--- src/verilog/sdic_defs.vh ---
// constants for the stepper drive input control block
`ifndef SDIC_DEFS_VH
`define SDIC_DEFS_VH

// ---------------------------------------------------------------
// clock and timing
// ---------------------------------------------------------------
`define SDIC_CLK_KHZ 100000
`define SDIC_RDY_FAST_MS 6
`define SDIC_RDY_SLOW_MS 500
`define SDIC_RDY_FAST_CYC (`SDIC_RDY_FAST_MS * `SDIC_CLK_KHZ)
`define SDIC_RDY_SLOW_CYC (`SDIC_RDY_SLOW_MS * `SDIC_CLK_KHZ)
`define SDIC_FILT_US 1000
`define SDIC_FILT_CYC ((`SDIC_FILT_US * `SDIC_CLK_KHZ) / 1000)

// ---------------------------------------------------------------
// register byte offsets
// ---------------------------------------------------------------
`define SDIC_OFS_CTRL 8'h00
`define SDIC_OFS_DECEL 8'h04
`define SDIC_OFS_STATUS 8'h08

// ---------------------------------------------------------------
// control register fields and reset value
// ---------------------------------------------------------------
`define SDIC_CTRL_AWO_NC 0
`define SDIC_CTRL_STOP_NC 1
`define SDIC_CTRL_ACT_LO 2
`define SDIC_CTRL_ACT_HI 3
`define SDIC_CTRL_RATE_COMMON 4
`define SDIC_CTRL_MISSTEP_EN 5
`define SDIC_CTRL_RESET 6'h06
`define SDIC_DECEL_RESET 16'h0000

// ---------------------------------------------------------------
// stop actions
// ---------------------------------------------------------------
`define SDIC_ACT_IMM 2'h0
`define SDIC_ACT_DEC 2'h1
`define SDIC_ACT_IMM_OFF 2'h2
`define SDIC_ACT_DEC_OFF 2'h3

`endif

--- src/verilog/sdic_in_filter.v ---
// synchroniser and debounce filter for the photocoupler inputs
`timescale 1ns/10ps
`default_nettype none

module sdic_in_filter #(
    parameter WIDTH = 9,
    parameter FILT_CYC = 100000
) (
    // clock and reset
    input wire hclk,
    input wire hresetn,
    // raw and filtered levels, 1 = carrying current
    input wire [WIDTH-1:0] raw,
    output wire [WIDTH-1:0] filt
);

    genvar i;
    generate
        for (i = 0; i < WIDTH; i = i + 1) begin : g_bit
            reg sync1_reg;
            reg sync2_reg;
            reg out_reg;
            reg [31:0] cnt_reg;
            // two-flop synchroniser, first flop read only by second
            always @(posedge hclk or negedge hresetn) begin
                if (!hresetn) begin
                    sync1_reg <= 1'b0;
                    sync2_reg <= 1'b0;
                end else begin
                    sync1_reg <= raw[i];
                    sync2_reg <= sync1_reg;
                end
            end
            // level must hold a full filter time before it is accepted
            always @(posedge hclk or negedge hresetn) begin
                if (!hresetn) begin
                    out_reg <= 1'b0;
                    cnt_reg <= 32'h0000_0000;
                end else if (sync2_reg == out_reg) begin
                    cnt_reg <= 32'h0000_0000;
                end else if (cnt_reg >= FILT_CYC - 1) begin
                    out_reg <= sync2_reg;
                    cnt_reg <= 32'h0000_0000;
                end else begin
                    cnt_reg <= cnt_reg + 32'h0000_0001;
                end
            end
            assign filt[i] = out_reg;
        end
    endgenerate

endmodule

`default_nettype wire

--- src/verilog/sdic_top.v ---
// stepper drive control-input logic with ahb-lite register slave
//
// Implementation choices: the address map and the AHB-Lite register port.
`timescale 1ns/10ps
`default_nettype none
`include "sdic_defs.vh"

module sdic_top #(
    parameter RDY_FAST_CYC = `SDIC_RDY_FAST_CYC,
    parameter RDY_SLOW_CYC = `SDIC_RDY_SLOW_CYC,
    parameter FILT_CYC = `SDIC_FILT_CYC
) (
    // clock and reset
    input wire hclk,
    input wire hresetn,
    // ahb-lite slave
    input wire hsel,
    input wire [7:0] haddr,
    input wire [1:0] htrans,
    input wire hwrite,
    input wire [2:0] hsize,
    input wire [31:0] hwdata,
    input wire hready,
    output wire hreadyout,
    output wire hresp,
    output reg [31:0] hrdata,
    // photocoupler inputs, 1 = carrying current
    input wire windings_off_in,
    input wire start_in,
    input wire stop_in,
    input wire op_select_bit0,
    input wire op_select_bit1,
    input wire op_select_bit2,
    input wire op_select_bit3,
    input wire op_select_bit4,
    input wire op_select_bit5,
    // motion generator side
    input wire motion_busy,
    input wire motion_done,
    input wire [15:0] op_decel_rate,
    output reg motion_start,
    output reg motion_stop,
    output reg stop_immediate,
    output reg [5:0] op_number,
    output reg op_sequential,
    output reg [15:0] decel_rate,
    output reg excite_en,
    // status outputs to host
    output wire ready_out,
    output wire move_out
);

    // ---------------------------------------------------------------
    // states
    // ---------------------------------------------------------------
    localparam ST_OFF = 5'h01;
    localparam ST_SETTLE = 5'h02;
    localparam ST_READY = 5'h04;
    localparam ST_RUN = 5'h08;
    localparam ST_HALT = 5'h10;

    // ---------------------------------------------------------------
    // contact polarity decode
    // ---------------------------------------------------------------
    // normally open: active while current flows; normally closed: reverse
    function active_of;
        input lvl;
        input nc;
        begin
            active_of = nc ? ~lvl : lvl;
        end
    endfunction

    reg [4:0] state_reg;
    reg [4:0] state_next;
    reg [5:0] ctrl_reg;
    reg [15:0] common_decel_reg;
    reg [31:0] settle_cnt_reg;
    reg hold_off_reg;
    reg move_reg;
    reg start_prev_reg;
    reg wr_pend_reg;
    reg [7:0] wr_addr_reg;
    wire [8:0] raw_in;
    wire [8:0] filt_in;
    wire awo_act;
    wire stop_act;
    wire start_lvl;
    wire start_rise;
    wire [5:0] sel_num;
    wire [1:0] stop_action;
    wire act_off;
    wire act_imm;
    wire settle_done;
    wire [15:0] rate_pick;
    wire ahb_go;
    wire start_ok;

    // ---------------------------------------------------------------
    // input conditioning
    // ---------------------------------------------------------------
    // raw levels already mean carrying current, whatever the line voltage
    assign raw_in = {windings_off_in, start_in, stop_in,
                     op_select_bit5, op_select_bit4, op_select_bit3,
                     op_select_bit2, op_select_bit1, op_select_bit0};

    sdic_in_filter #(
        .WIDTH(9),
        .FILT_CYC(FILT_CYC)
    ) u_filter (
        .hclk(hclk),
        .hresetn(hresetn),
        .raw(raw_in),
        .filt(filt_in)
    );

    // decoded input meanings
    assign awo_act = active_of(filt_in[8], ctrl_reg[`SDIC_CTRL_AWO_NC]);
    // filter resets to no current, so nc stop reads active at power-up
    assign stop_act = active_of(filt_in[6], ctrl_reg[`SDIC_CTRL_STOP_NC]);
    assign start_lvl = filt_in[7];
    assign sel_num = filt_in[5:0];
    assign stop_action = ctrl_reg[`SDIC_CTRL_ACT_HI:`SDIC_CTRL_ACT_LO];
    assign act_off = (stop_action == `SDIC_ACT_IMM_OFF) ||
                     (stop_action == `SDIC_ACT_DEC_OFF);
    assign act_imm = (stop_action == `SDIC_ACT_IMM) ||
                     (stop_action == `SDIC_ACT_IMM_OFF);

    // start edge detect on the filtered level only
    always @(posedge hclk or negedge hresetn) begin
        if (!hresetn) begin
            start_prev_reg <= 1'b0;
        end else begin
            start_prev_reg <= start_lvl;
        end
    end
    assign start_rise = start_lvl & ~start_prev_reg;

    // ---------------------------------------------------------------
    // deceleration choice
    // ---------------------------------------------------------------
    assign rate_pick = ctrl_reg[`SDIC_CTRL_RATE_COMMON] ?
                       common_decel_reg : op_decel_rate;

    // ---------------------------------------------------------------
    // excitation settle timer
    // ---------------------------------------------------------------
    // slow limit used as the wait with misstep detection on, fast limit otherwise
    assign settle_done = ctrl_reg[`SDIC_CTRL_MISSTEP_EN] ?
                         (settle_cnt_reg >= RDY_SLOW_CYC - 1) :
                         (settle_cnt_reg >= RDY_FAST_CYC - 1);

    always @(posedge hclk or negedge hresetn) begin
        if (!hresetn) begin
            settle_cnt_reg <= 32'h0000_0000;
        end else if (state_reg != ST_SETTLE) begin
            settle_cnt_reg <= 32'h0000_0000;
        end else if (!settle_done) begin
            settle_cnt_reg <= settle_cnt_reg + 32'h0000_0001;
        end
    end

    // ---------------------------------------------------------------
    // operation state machine
    // ---------------------------------------------------------------
    // start refused while moving, stopping or with the windings cut off
    assign start_ok = start_rise & ~stop_act & ~move_reg & ~awo_act;

    always @* begin
        state_next = state_reg;
        case (state_reg)
            ST_OFF: begin
                if (!awo_act && !hold_off_reg) begin
                    state_next = ST_SETTLE;
                end
            end
            ST_SETTLE: begin
                if (settle_done) begin
                    state_next = ST_READY;
                end
            end
            ST_READY: begin
                if (start_ok) begin
                    state_next = ST_RUN;
                end
            end
            ST_RUN: begin
                if (stop_act) begin
                    state_next = ST_HALT;
                end else if (motion_done) begin
                    state_next = ST_READY;
                end
            end
            ST_HALT: begin
                // excitation is kept until the motor is at rest
                if (!motion_busy) begin
                    state_next = act_off ? ST_OFF : ST_READY;
                end
            end
            default: begin
                state_next = ST_OFF;
            end
        endcase
        // windings-off overrides every state
        if (awo_act) begin
            state_next = ST_OFF;
        end
    end

    always @(posedge hclk or negedge hresetn) begin
        if (!hresetn) begin
            state_reg <= ST_OFF;
        end else begin
            state_reg <= state_next;
        end
    end

    // de-energised stop holds off until stop is released again
    always @(posedge hclk or negedge hresetn) begin
        if (!hresetn) begin
            hold_off_reg <= 1'b0;
        end else if (state_reg == ST_HALT && state_next == ST_OFF && act_off) begin
            hold_off_reg <= 1'b1;
        end else if (!stop_act) begin
            hold_off_reg <= 1'b0;
        end
    end

    // ---------------------------------------------------------------
    // motion generator commands
    // ---------------------------------------------------------------
    always @(posedge hclk or negedge hresetn) begin
        if (!hresetn) begin
            motion_start <= 1'b0;
            motion_stop <= 1'b0;
            stop_immediate <= 1'b0;
            op_number <= 6'h00;
            op_sequential <= 1'b1;
            decel_rate <= 16'h0000;
            excite_en <= 1'b0;
        end else begin
            motion_start <= (state_reg == ST_READY) && start_ok;
            motion_stop <= 1'b0;
            excite_en <= (state_next != ST_OFF);
            if (state_reg == ST_READY && start_ok) begin
                // selection is taken once, at the start edge
                op_number <= sel_num;
                op_sequential <= (sel_num == 6'h00);
                decel_rate <= rate_pick;
            end
            if ((state_reg == ST_RUN && stop_act) ||
                (state_reg == ST_RUN && awo_act)) begin
                motion_stop <= 1'b1;
                stop_immediate <= act_imm | awo_act;
                decel_rate <= rate_pick;
            end
        end
    end

    // ---------------------------------------------------------------
    // moving flag
    // ---------------------------------------------------------------
    // stays set after the move ends while start is still held
    always @(posedge hclk or negedge hresetn) begin
        if (!hresetn) begin
            move_reg <= 1'b0;
        end else if (state_reg == ST_READY && start_ok) begin
            move_reg <= 1'b1;
        end else if (state_reg != ST_RUN && state_reg != ST_HALT &&
                     !motion_busy && !start_lvl) begin
            move_reg <= 1'b0;
        end
    end

    assign move_out = move_reg;
    assign ready_out = (state_reg == ST_READY) & ~move_reg & ~stop_act;

    // ---------------------------------------------------------------
    // ahb-lite slave
    // ---------------------------------------------------------------
    // zero wait states, always okay
    assign hreadyout = 1'b1;
    assign hresp = 1'b0;
    assign ahb_go = hsel & htrans[1] & hready;

    // address phase capture for writes
    always @(posedge hclk or negedge hresetn) begin
        if (!hresetn) begin
            wr_pend_reg <= 1'b0;
            wr_addr_reg <= 8'h00;
        end else begin
            wr_pend_reg <= ahb_go & hwrite;
            wr_addr_reg <= haddr;
        end
    end

    // data phase write; unmapped offsets ignored
    always @(posedge hclk or negedge hresetn) begin
        if (!hresetn) begin
            ctrl_reg <= `SDIC_CTRL_RESET;
            common_decel_reg <= `SDIC_DECEL_RESET;
        end else if (wr_pend_reg) begin
            if (wr_addr_reg == `SDIC_OFS_CTRL) begin
                ctrl_reg <= hwdata[5:0];
            end
            if (wr_addr_reg == `SDIC_OFS_DECEL) begin
                common_decel_reg <= hwdata[15:0];
            end
        end
    end

    // read data sampled in the address phase, so it is a flop output
    always @(posedge hclk or negedge hresetn) begin
        if (!hresetn) begin
            hrdata <= 32'h0000_0000;
        end else if (ahb_go && !hwrite) begin
            case (haddr)
                `SDIC_OFS_CTRL: begin
                    hrdata <= {26'h0000000, ctrl_reg};
                end
                `SDIC_OFS_DECEL: begin
                    hrdata <= {16'h0000, common_decel_reg};
                end
                `SDIC_OFS_STATUS: begin
                    hrdata <= {10'h000, sel_num, 3'h0, state_reg,
                               2'h0, awo_act, stop_act,
                               excite_en, move_reg, ready_out, hold_off_reg};
                end
                default: begin
                    hrdata <= 32'h0000_0000;
                end
            endcase
        end
    end

endmodule

`default_nettype wire
--- config.mk ---
export PLATFORM = sky130hd
export DESIGN_NAME = sdic_top
export DESIGN_NICKNAME = d
export VERILOG_FILES = /design/src/verilog/sdic_in_filter.v /design/src/verilog/sdic_top.v
export VERILOG_INCLUDE_DIRS = /design/src /design/src/verilog
export SDC_FILE = /design/constraint.sdc
export NUM_CORES = 1
export LEC_CHECK = 0
export BUFFER_PORTS_ARGS = -buffer_cell sky130_fd_sc_hd__buf_2
export CAP_MARGIN = 10
export CORE_UTILIZATION = 54
export CTS_BUF_LIST = sky130_fd_sc_hd__clkbuf_8 sky130_fd_sc_hd__clkbuf_16
export CTS_CLUSTER_SIZE = 30
export DETAILED_ROUTE_END_ITERATION = 16
export GPL_TIMING_DRIVEN = 1
export PLACE_DENSITY = 0.7
export SYNTH_ARGS = -nofsm -noshare
export SYNTH_HDL_FRONTEND = slang
export SYNTH_SLANG_ARGS = --single-unit
--- constraint.sdc ---
create_clock -name hclk -period 7.3 [get_ports hclk]
set_clock_uncertainty 0.05 [all_clocks]
set_input_delay 0.73 -clock hclk [delete_from_list [all_inputs] [get_ports hclk]]
set_output_delay 0.73 -clock hclk [all_outputs]
set_load 0.01 [all_outputs]
==> run_results.csv, run 1 <==
group,metric,value,unit
worst_setup_path,cp-startpoint,"state_reg[3]",
clock_tree,cts_root_buf,"clkbuf_16",
logic_synthesis,yosys.area_share.xor_xnor,7.49,%
clock_tree,numCtsBuffers,45,
logic_synthesis,synth-async-reset-ratio,100,%
worst_setup_path,critPathCaptureType,"output pin",
detailed_routing,dr_total_vias,11287,
detailed_routing,routedWlPerCell,14.7,µm
layout,drive_gt1_share,15.0,%
placement,gp_congestion,0.849,
clock_tree,htreeDepth,2,
flow_run,cap_violations,0,
global_route,grt_pass1_vias,11351,
layout,nFillCells,2475,
clock_tree,cts_hold_buf,0,
sta,setup-tns-final,0,ns
layout,largest_reg_flops,288,
logic_synthesis,yosysUniqueCellTypes,55,
logic_synthesis,synth_top_family_by_area,"simple AND/OR/NAND/NOR gates",
floorplanning,num_io_pins,140,
clock_tree,path_clk_slew,0.06,ns
sta,maxSlewViolCount,0,
logic_synthesis,synth_compound_area_share,4.24,%
worst_setup_path,startpoint_type,"flip-flop",
global_route,antenna_found_initial,4,
floorplanning,die_h,181,µm
sta,min_period,3.23,ns
detailed_routing,drt_iter0_markers,638,
worst_setup_path,path_max_fanout,6,
global_route,grt_pass1_wl,55.2,mm
layout,finalNetCount,1845,
floorplanning,num_rows,65,
floorplanning,die_w,181,µm
logic_synthesis,synth_area_per_cell,11.5,µm²
layout,final_cell_mix,"dfrtp_1 (431), nor2_1 (217), conb_1 (147)",
logic_synthesis,yosys.area_share.adder,0.723,%
detailed_routing,viasPerCell,5.13,
worst_setup_path,worstPathRequired,6.52,ns
logic_synthesis,synthSimpleGateAreaFrac,17.8,%
global_route,grt_overflow,0,
clock_tree,cts_resized,0,
logic_synthesis,ys_seq_elements,435,
detailed_routing,wirelength,32.4,mm
detailed_routing,dr.pass1.iters,7,
worst_setup_path,r2r_start,"state_reg[3]",
sta,rsz0062_at_grt,"no",
layout,syn2layout_area_growth,17.9,%
layout,layout_commonest_cell,"dfrtp_1",
detailed_routing,drcViolationCount,0,
logic_synthesis,syn_inst,1504,
clock_tree,cts_buffer_depth,3,
logic_synthesis,ys_warn_count,0,
logic_synthesis,synthMuxAreaShare,4.78,%
placement,port_buffers,107,
global_route,grt.total_usage,20.7,%
placement,dp_hpwl,21.7,mm
logic_synthesis,synth_edf_count,0,
sta,hold_violations,0,
detailed_routing,ant_nets,0,
layout,multi_input_area,0.00662,mm²
floorplanning,dieArea,0.0328,mm²
placement,pre_cts_ws,4.44,ns
sta,fin_ws,4.07,ns
sta,finalCritPeriodShare,44.2,%
logic_synthesis,ys_seq_area_share,63.0,%
sta,finalSetupViolCount,0,
floorplanning,coreArea,0.0316,mm²
worst_setup_path,crit_type,"flip-flop to output pin",
hold_path,min_path_type,"primary input to async pin",
clock_tree,clk_latency,0.55,ns
worst_setup_path,cp_data_arrival_time,2.45,ns
clock_tree,clkSinkCount,435,
power,vdd_drop_max,231,µV
global_route,grt_max_degree,186,
logic_synthesis,synth_flop_cell,"dfrtp_1",
clock_tree,cts_setup_buffers,0,
clock_tree,cts_tree,"done",
layout,final-seq-area,0.0109,mm²
sta,tightest_slew,1.12,ns
outcome,status,"completed",
logic_synthesis,syn_area,0.0173,mm²
sta,max_freq,310,MHz
power,power.density,250,mW/mm²
sta,timing.slew.headroom,25.0,%
power,p_leak,0.00911,µW
floorplanning,initial_core_util,54.8,%
==> layer usage <==
layer,part of all wire [%],vias up,wire length (µm),global-route usage [%]
met4,2.0,0,658,5.49
met1,46,5560,15000,28.1
met2,49,153,15800,34.9
li1,-,5522,-,-
met3,3.2,52,1030,3.31
met5,0,-,0,0
==> cell families after synthesis <==
family | Yosys count
other cells | 2
mux | 74
simple gates | 640
xor+xnor | 148
flops | 435
compound gates | 122
buf+inv | 73
fa+ha+maj | 10
==> worst paths after layout <==
check / slack, ns / cells after the start / to
max in group asynchronous: 5.70 / 2 / hrdata[5]
max reg2reg: 4.42 / 5 / decel_rate[11]
min reg2reg: 0.30 / 0 / u_filter.g_bit[4].sync2_reg
min in group hclk: 0.24 / 1 / u_filter.g_bit[6].sync1_reg
min: 0.12 / 1 / u_filter.g_bit[2].cnt_reg[12]
max: 4.07 / 4 / ready_out
==> layout make-up <==
cell class | count | share of cell area (%)
Multi-Input combinational cell | 1141 | 32.5
Clock inverter | 26 | 1.74
Clock buffer | 58 | 6.46
Antenna cell | 4 | 0.0491
Sequential cell | 435 | 53.4
Tap cell | 402 | 2.47
Inverter | 22 | 0.405
Timing Repair Buffer | 113 | 3.02
==> cells in the mapped netlist (2+ instances only) <==
cell	n	area (µm²)
and3_1	32	200
clkbuf_1	33	124
buf_4	13	97.6
nand3_1	63	315
a21o_1	2	15.0
conb_1	2	7.51
o221ai_1	2	17.5
nor3b_1	3	22.5
nand2b_1	12	75.1
nor2_1	217	815
or4_1	12	90.1
buf_2	4	20.0
and2_1	10	62.6
or3_1	30	188
xnor2_1	56	490
nor4_1	42	263
a31oi_1	3	18.8
a21oi_1	38	190
xor2_1	92	806
a211oi_1	2	15.0
o31ai_1	12	90.1
nor3_1	30	150
or2_2	3	18.8
dfrtp_1	431	10800
nand3b_1	2	15.0
o21ai_0	44	220
a22oi_1	6	45.0
nor2b_1	3	18.8
mux2_2	69	777
dfstp_2	4	105
mux2i_1	5	50.1
nand4_1	27	169
nand2_1	133	499
and4_1	15	131
ha_1	10	125
inv_1	22	82.6
a2bb2oi_1	2	17.5
==> stage by stage <==
stage	utilization, %	area [µm²]	cells	total power (µW)	hold slack (ns)
2_1_floorplan	-	17800	1649	2580	0.281
3_3_place_gp	59.3	18700	2113	2650	0.282
3_5_place_dp	59.3	18700	2113	2660	0.286
4_1_cts	64.6	20400	2197	5160	0.154
5_1_grt	64.6	20400	2199	5280	0.179
6_report	64.6	20400	2201	5090	0.124
==> worst max-delay path, stage by stage (launching register included) <==
cell and delay, ns:
dfrtp_1 0.43, or3_1 0.42, or3b_2 0.51, nor3_1 0.30, buf_2 0.24
==> power breakdown <==
part	switching [µW]	internal, µW
Clock	918	1560
Combinational	83.1	34.3
Sequential	28.5	2470
Total	1030	4060
Power figures use the tool's default switching activity.
==> run 2: changes to the inputs <==
Clock period 7.3 ns to 3.4 ns, I/O delays scaled along.
==> run 2 against run 1 <==
  * Sequential power increased by 110%
  * Final area is 1.6% higher
  * Utilization is 1.0 points higher
  * Power is 110% higher
  * Count of clock-buffer cells in the layout shrank 2
  * Global-route usage up 0.22 points
  * Register-to-register slack worse by 3.7 ns
  * Sequential share of layout area fell by 0.82 points
  * Worst hold slack worse by 0.097 ns
  * Flip-flop and latch count unchanged
  * Wire length is 1.3% higher
  * Critical endpoint unchanged
  * Largest power group unchanged
==> run_results.csv, run 2 (synthesized netlist as in run 1, its figures left out) <==
group,metric,value,unit
worst_setup_path,reg2reg_slack,0.76,ns
worst_setup_path,crit_type,"flip-flop to output pin",
power,p_sw_share,20.6,%
global_route,grtUsageMet1,28.4,%
floorplanning,dieArea,0.0328,mm²
layout,fin_util,65.6,%
power,vdd_drop_max,323,µV
clock_tree,cts_buffer_depth,3,
floorplanning,die_w,181,µm
layout,final_cell_mix,"dfrtp_1 (431), nor2_1 (217), conb_1 (147)",
detailed_routing,drt_iter0_markers,529,
worst_setup_path,path_buf_inv,1,
worst_setup_path,critPathCaptureType,"output pin",
worst_setup_path,cp_slowest_cell,"or3b_2",
global_route,grt.total_usage,20.9,%
floorplanning,initial_core_util,54.8,%
worst_setup_path,crit_chain,"or3_1 -> or3b_2 -> nor3_1 -> buf_2",
sta,maxSlewViolCount,0,
global_route,grt_max_degree,114,
hold_path,hold_path_depth,3,
detailed_routing,wirelength,32.9,mm
sta,timing.slew.headroom,34.6,%
sta,holdWs,0.0272,ns
power,power.density,515,mW/mm²
detailed_routing,ant_nets,0,
power,power.share.clock,46.9,%
layout,insertedDiodeCount,0,
layout,largest_reg_flops,288,
sta,min_period,2.88,ns
clock_tree,cts_hold_buf,32,
power,combPwrFrac,2.8,%
power,internal-power,8460,µW
detailed_routing,viasPerCell,5.13,
clock_tree,cts_resized,0,
sta,hold_violations,0,
global_route,grtUsageMet2,34.1,%
flow_run,cap_violations,0,
clock_tree,cts_setup_buffers,0,
worst_setup_path,cp_top_family,"simple AND/OR/NAND/NOR gates",
clock_tree,cts_root_buf,"clkbuf_16",
global_route,grt.busiest_layer,"met2",
clock_tree,path_clk_slew,0.06,ns
placement,port_buffers,107,
layout,fin_area,0.0207,mm²
global_route,grt_overflow,0,
placement,place_inst,2124,
worst_setup_path,max_stage_delay,0.50,ns
global_route,grt_pass1_vias,11466,
worst_setup_path,startpoint_type,"flip-flop",
clock_tree,clkSinkCount,435,
power,p_switching,2190,µW
global_route,antenna_found_initial,1,
hold_path,whs_endpoint,"wr_pend_reg",
worst_setup_path,r2r_start,"state_reg[3]",
power,p_leak,0.00925,µW
clock_tree,htreeDepth,2,
outcome,status,"completed",
layout,finalNetCount,1888,
global_route,grtUsageMet3,3.59,%
global_route,grt_pass1_wl,55.7,mm
hold_path,min_path_type,"primary input to flip-flop",
clock_tree,clk_latency,0.54,ns
floorplanning,die_h,181,µm
placement,placed_area,0.0188,mm²
placement,gp_congestion,0.848,
sta,rsz0062_at_grt,"no",
layout,drive_gt1_share,15.1,%
floorplanning,num_io_pins,140,
worst_setup_path,reg2reg_to,"decel_rate[10]",
detailed_routing,dr.pass1.iters,5,
worst_setup_path,cp_data_arrival_time,2.49,ns
worst_setup_path,path_max_fanout,6,
floorplanning,coreArea,0.0316,mm²
sta,setup-tns-final,0,ns
power,power_frac_seq,50.3,%
detailed_routing,drcViolationCount,0,
clock_tree,cts_tree,"done",
worst_setup_path,r2r_cells,6,
detailed_routing,routedWlPerCell,14.7,µm
detailed_routing,dr_total_vias,11470,
floorplanning,num_rows,65,
layout,finalNonFillerCells,2237,
layout,layout_commonest_cell,"dfrtp_1",
clock_tree,numCtsBuffers,45,
placement,dp_hpwl,22.0,mm
worst_setup_path,worstPathRequired,3.01,ns
sta,max_freq,347,MHz
sta,finalSetupViolCount,0,
layout,syn2layout_area_growth,19.7,%
sta,finalCritPeriodShare,84.7,%
sta,tightest_slew,0.981,ns
hold_path,min-delay-start,"htrans[1]",
## run 2: cell count changes in the layout (fill, tap and decap cells not counted)
cell | before | now
buf_4 | 4 | 11
clkinv_16 | 1 | 0
bufinv_16 | 8 | 5
clkinv_8 | 0 | 1
clkbuf_8 | 12 | 10
buf_12 | 2 | 6
clkinvlp_4 | 0 | 2
dlygate4sd3_1 | 0 | 32
inv_6 | 2 | 0
clkinv_2 | 9 | 11
diode_2 | 4 | 0
## run 2: metal layers
metal	part of all wire [%]	up-vias
li1	-	5601
met1	45	5620
met2	48	180
met3	3.8	67
met4	3.2	2
met5	0.040	-
## run 2: worst max-delay path by stage
stage / startpoint / end / depth (start not counted)
after CTS: state_reg[3] / ready_out / 4
after detailed placement: state_reg[3] / decel_rate[10] / 6
after global placement: state_reg[3] / decel_rate[15] / 6
after floorplan: state_reg[3] / decel_rate[10] / 7
after global routing: state_reg[3] / ready_out / 4
final: state_reg[3] / ready_out / 4
## run 2: power by group through the flow
| stage | registers (µW) | logic (µW) | clock network [µW] |
|---|---|---|---|
| global route | 5370 | 347 | 5350 |
| detailed placement | 5450 | 272 | 0 |
| finish | 5360 | 298 | 5000 |
| CTS | 5360 | 304 | 5120 |
| global placement | 5450 | 266 | 0 |
| floorplan | 5430 | 104 | 0 |
## run 2: worst register-to-register path, delay by kind of cell (launching register included)
| family | cells | cell delay, ns |
|---|---|---|
| buffers and inverters | 1 | 0.21 |
| DFF | 1 | 0.43 |
| muxes | 1 | 0.35 |
| and+or+nand+nor | 4 | 1.48 |
## run 2: final cells by class
| cell class | count | area [µm²] |
|---|---|---|
| clock buffers | 56 | 1290 |
| clock inverters | 25 | 259 |
| fillers | 2434 | 10800 |
| inverters | 22 | 82.6 |
| multi-input cells | 1141 | 6620 |
| flip-flops and latches | 435 | 10900 |
| well taps | 402 | 503 |
| repair buffers | 156 | 1070 |
## run 2: stage by stage
| step | power, µW | setup WS (ns) |
|---|---|---|
| detailed placement | 5720 | 0.759 |
| finish | 10700 | 0.521 |
| global route | 11100 | 0.470 |
| global placement | 5710 | 0.803 |
| CTS | 10800 | 0.536 |
| floorplan | 5530 | 1.07 |
==> run 3: changes to the inputs <==
Clock period 3.4 ns to 2.9 ns, I/O delays scaled along.
==> run 3 against run 2 <==
  * Register-to-register slack worse by 0.31 ns
  * Worst hold slack gained 0.034 ns
  * Sequential power rose by 17%
  * Non-clock buffer count increased by 8
  * Count of clock-buffer cells in the layout fell by 3
  * Global-route usage fell by 0.14 points
  * Worst setup slack got worse by 0.38 ns
  * Wire length down 1.2%
  * Flip-flop and latch count did not move
  * Critical endpoint unchanged
  * Largest cell class unchanged
  * Highest routed layer is now met4
==> run_results.csv, run 3 (synthesized netlist as in run 1, its figures left out) <==
group,metric,value,unit
outcome,status,"completed",
floorplanning,initial_core_util,54.8,%
layout,final-seq-area,0.0109,mm²
worst_setup_path,startpoint_type,"flip-flop",
layout,drive_gt1_share,14.5,%
clock_tree,clkSinkCount,435,
sta,finalSetupViolCount,0,
layout,nFillCells,2465,
detailed_routing,wl_met1,14.8,mm
global_route,antenna_found_initial,0,
clock_tree,path_clk_slew,0.06,ns
sta,max_freq,362,MHz
floorplanning,die_w,181,µm
placement,gp_congestion,0.840,
detailed_routing,wl_met3,955,µm
detailed_routing,drcViolationCount,0,
power,internal-power,9320,µW
power,p_leak,0.00922,µW
placement,dp_hpwl,22.1,mm
hold_path,min_path_type,"primary input to flip-flop",
floorplanning,dieArea,0.0328,mm²
floorplanning,num_io_pins,140,
power,p_switching,2480,µW
sta,timing.slew.headroom,31.3,%
placement,port_buffers,107,
worst_setup_path,critPathCaptureType,"output pin",
global_route,grt_max_degree,68,
detailed_routing,wirelength,32.5,mm
detailed_routing,met2WireLength,15.9,mm
layout,largest_reg_flops,288,
floorplanning,die_h,181,µm
flow_run,cap_violations,0,
layout,finalNetCount,1895,
clock_tree,cts_tree,"done",
sta,setup-tns-final,0,ns
clock_tree,cts_buffer_depth,3,
detailed_routing,highest_layer,"met4",
global_route,grt_pass1_vias,11654,
clock_tree,cts_root_buf,"clkbuf_16",
power,vdd_drop_max,477,µV
power,p_sw_share,21.0,%
detailed_routing,dr_total_vias,11536,
worst_setup_path,worstPathRequired,2.56,ns
power,power.share.clock,43.8,%
floorplanning,num_rows,65,
power,power.density,574,mW/mm²
clock_tree,clk_latency,0.54,ns
layout,finalNonFillerCells,2243,
global_route,grt_overflow,0,
global_route,grt.total_usage,20.8,%
sta,rsz0062_at_grt,"no",
worst_setup_path,path_max_fanout,6,
detailed_routing,dr.pass1.iters,5,
sta,min_period,2.76,ns
detailed_routing,routedWlPerCell,14.5,µm
clock_tree,htreeDepth,2,
layout,syn2layout_area_growth,18.8,%
layout,final_cell_mix,"dfrtp_1 (431), nor2_1 (217), conb_1 (147)",
worst_setup_path,cp_data_arrival_time,2.42,ns
detailed_routing,drt_iter0_markers,585,
sta,tightest_slew,1.03,ns
power,combPwrFrac,3.0,%
detailed_routing,viasPerCell,5.14,
detailed_routing,ant_nets,0,
layout,insertedDiodeCount,0,
layout,layout_commonest_cell,"dfrtp_1",
clock_tree,numCtsBuffers,44,
power,power_frac_seq,53.2,%
sta,maxSlewViolCount,0,
placement,place_inst,2127,
layout,fin_util,65.1,%
layout,multi_input_area,0.00662,mm²
worst_setup_path,crit_type,"flip-flop to output pin",
clock_tree,cts_resized,0,
sta,hold_violations,0,
global_route,grt_pass1_wl,55.6,mm
sta,finalCritPeriodShare,95.1,%
floorplanning,coreArea,0.0316,mm²
run 3: area by class of cell:
cell class / count / area share, %
multi-input cells: 1141 / 32.2
repair buffers: 164 / 5.37
flip-flops and latches: 435 / 53.0
clock buffers: 53 / 5.96
well taps: 402 / 2.45
inverters: 22 / 0.402
clock inverters: 26 / 0.609
run 3: power groups by stage:
stage	logic [µW]	clock network [µW]	registers, µW
after floorplan	122	0	6360
after global placement	308	0	6390
after detailed placement	314	0	6390
after CTS	355	5330	6280
after global routing	406	5550	6290
final	350	5170	6280
run 3: path summary, 6_finish.rpt:
check	startpoint	endpoint	slack, ns	cells after the start
worst max-delay path	state_reg[3]	ready_out	0.14	4
worst min-delay path	op_decel_rate[13]	decel_rate[13]	0.06	3
worst max register to register	settle_cnt_reg[8]	settle_cnt_reg[24]	0.45	6
worst min register to register	u_filter.g_bit[4].sync1_reg	u_filter.g_bit[4].sync2_reg	0.30	0
max in group asynchronous	hresetn	settle_cnt_reg[7]	1.64	3
min in group asynchronous	hresetn	u_filter.g_bit[4].cnt_reg[4]	0.24	2
run 3: routing by layer:
layer  GRT usage, %  vias to the layer above
met1           27.9                     5728
met5              0                        -
met4           6.75                        0
li1               -                     5593
met3           2.86                       52
met2           35.2                      163
run 3: per-stage QoR:
step | setup WS [ns] | hold WS, ns | total power [µW] | instance area [µm²]
2_1_floorplan | 0.571 | -0.0556 | 6490 | 17800
3_3_place_gp | 0.526 | 0.198 | 6700 | 18800
3_5_place_dp | 0.468 | 0.201 | 6710 | 18800
4_1_cts | 0.157 | 0.0362 | 12000 | 20500
5_1_grt | 0.0910 | 0.0530 | 12200 | 20500
6_report | 0.141 | 0.0616 | 11800 | 20500
run 3: repair_timing:
item / CTS / global route
endpoints found under the setup margin: 0 / 0
setup buffers: 0 / 0
hold buffers: 37 / 0
endpoints found under the hold margin: 87 / 0
run 3: worst max-delay path, cell delays in order, from the launching register on:
cell     delay (ns)
dfrtp_1        0.42
or3_1          0.42
or3b_2         0.51
nor3_1         0.31
buf_2          0.23
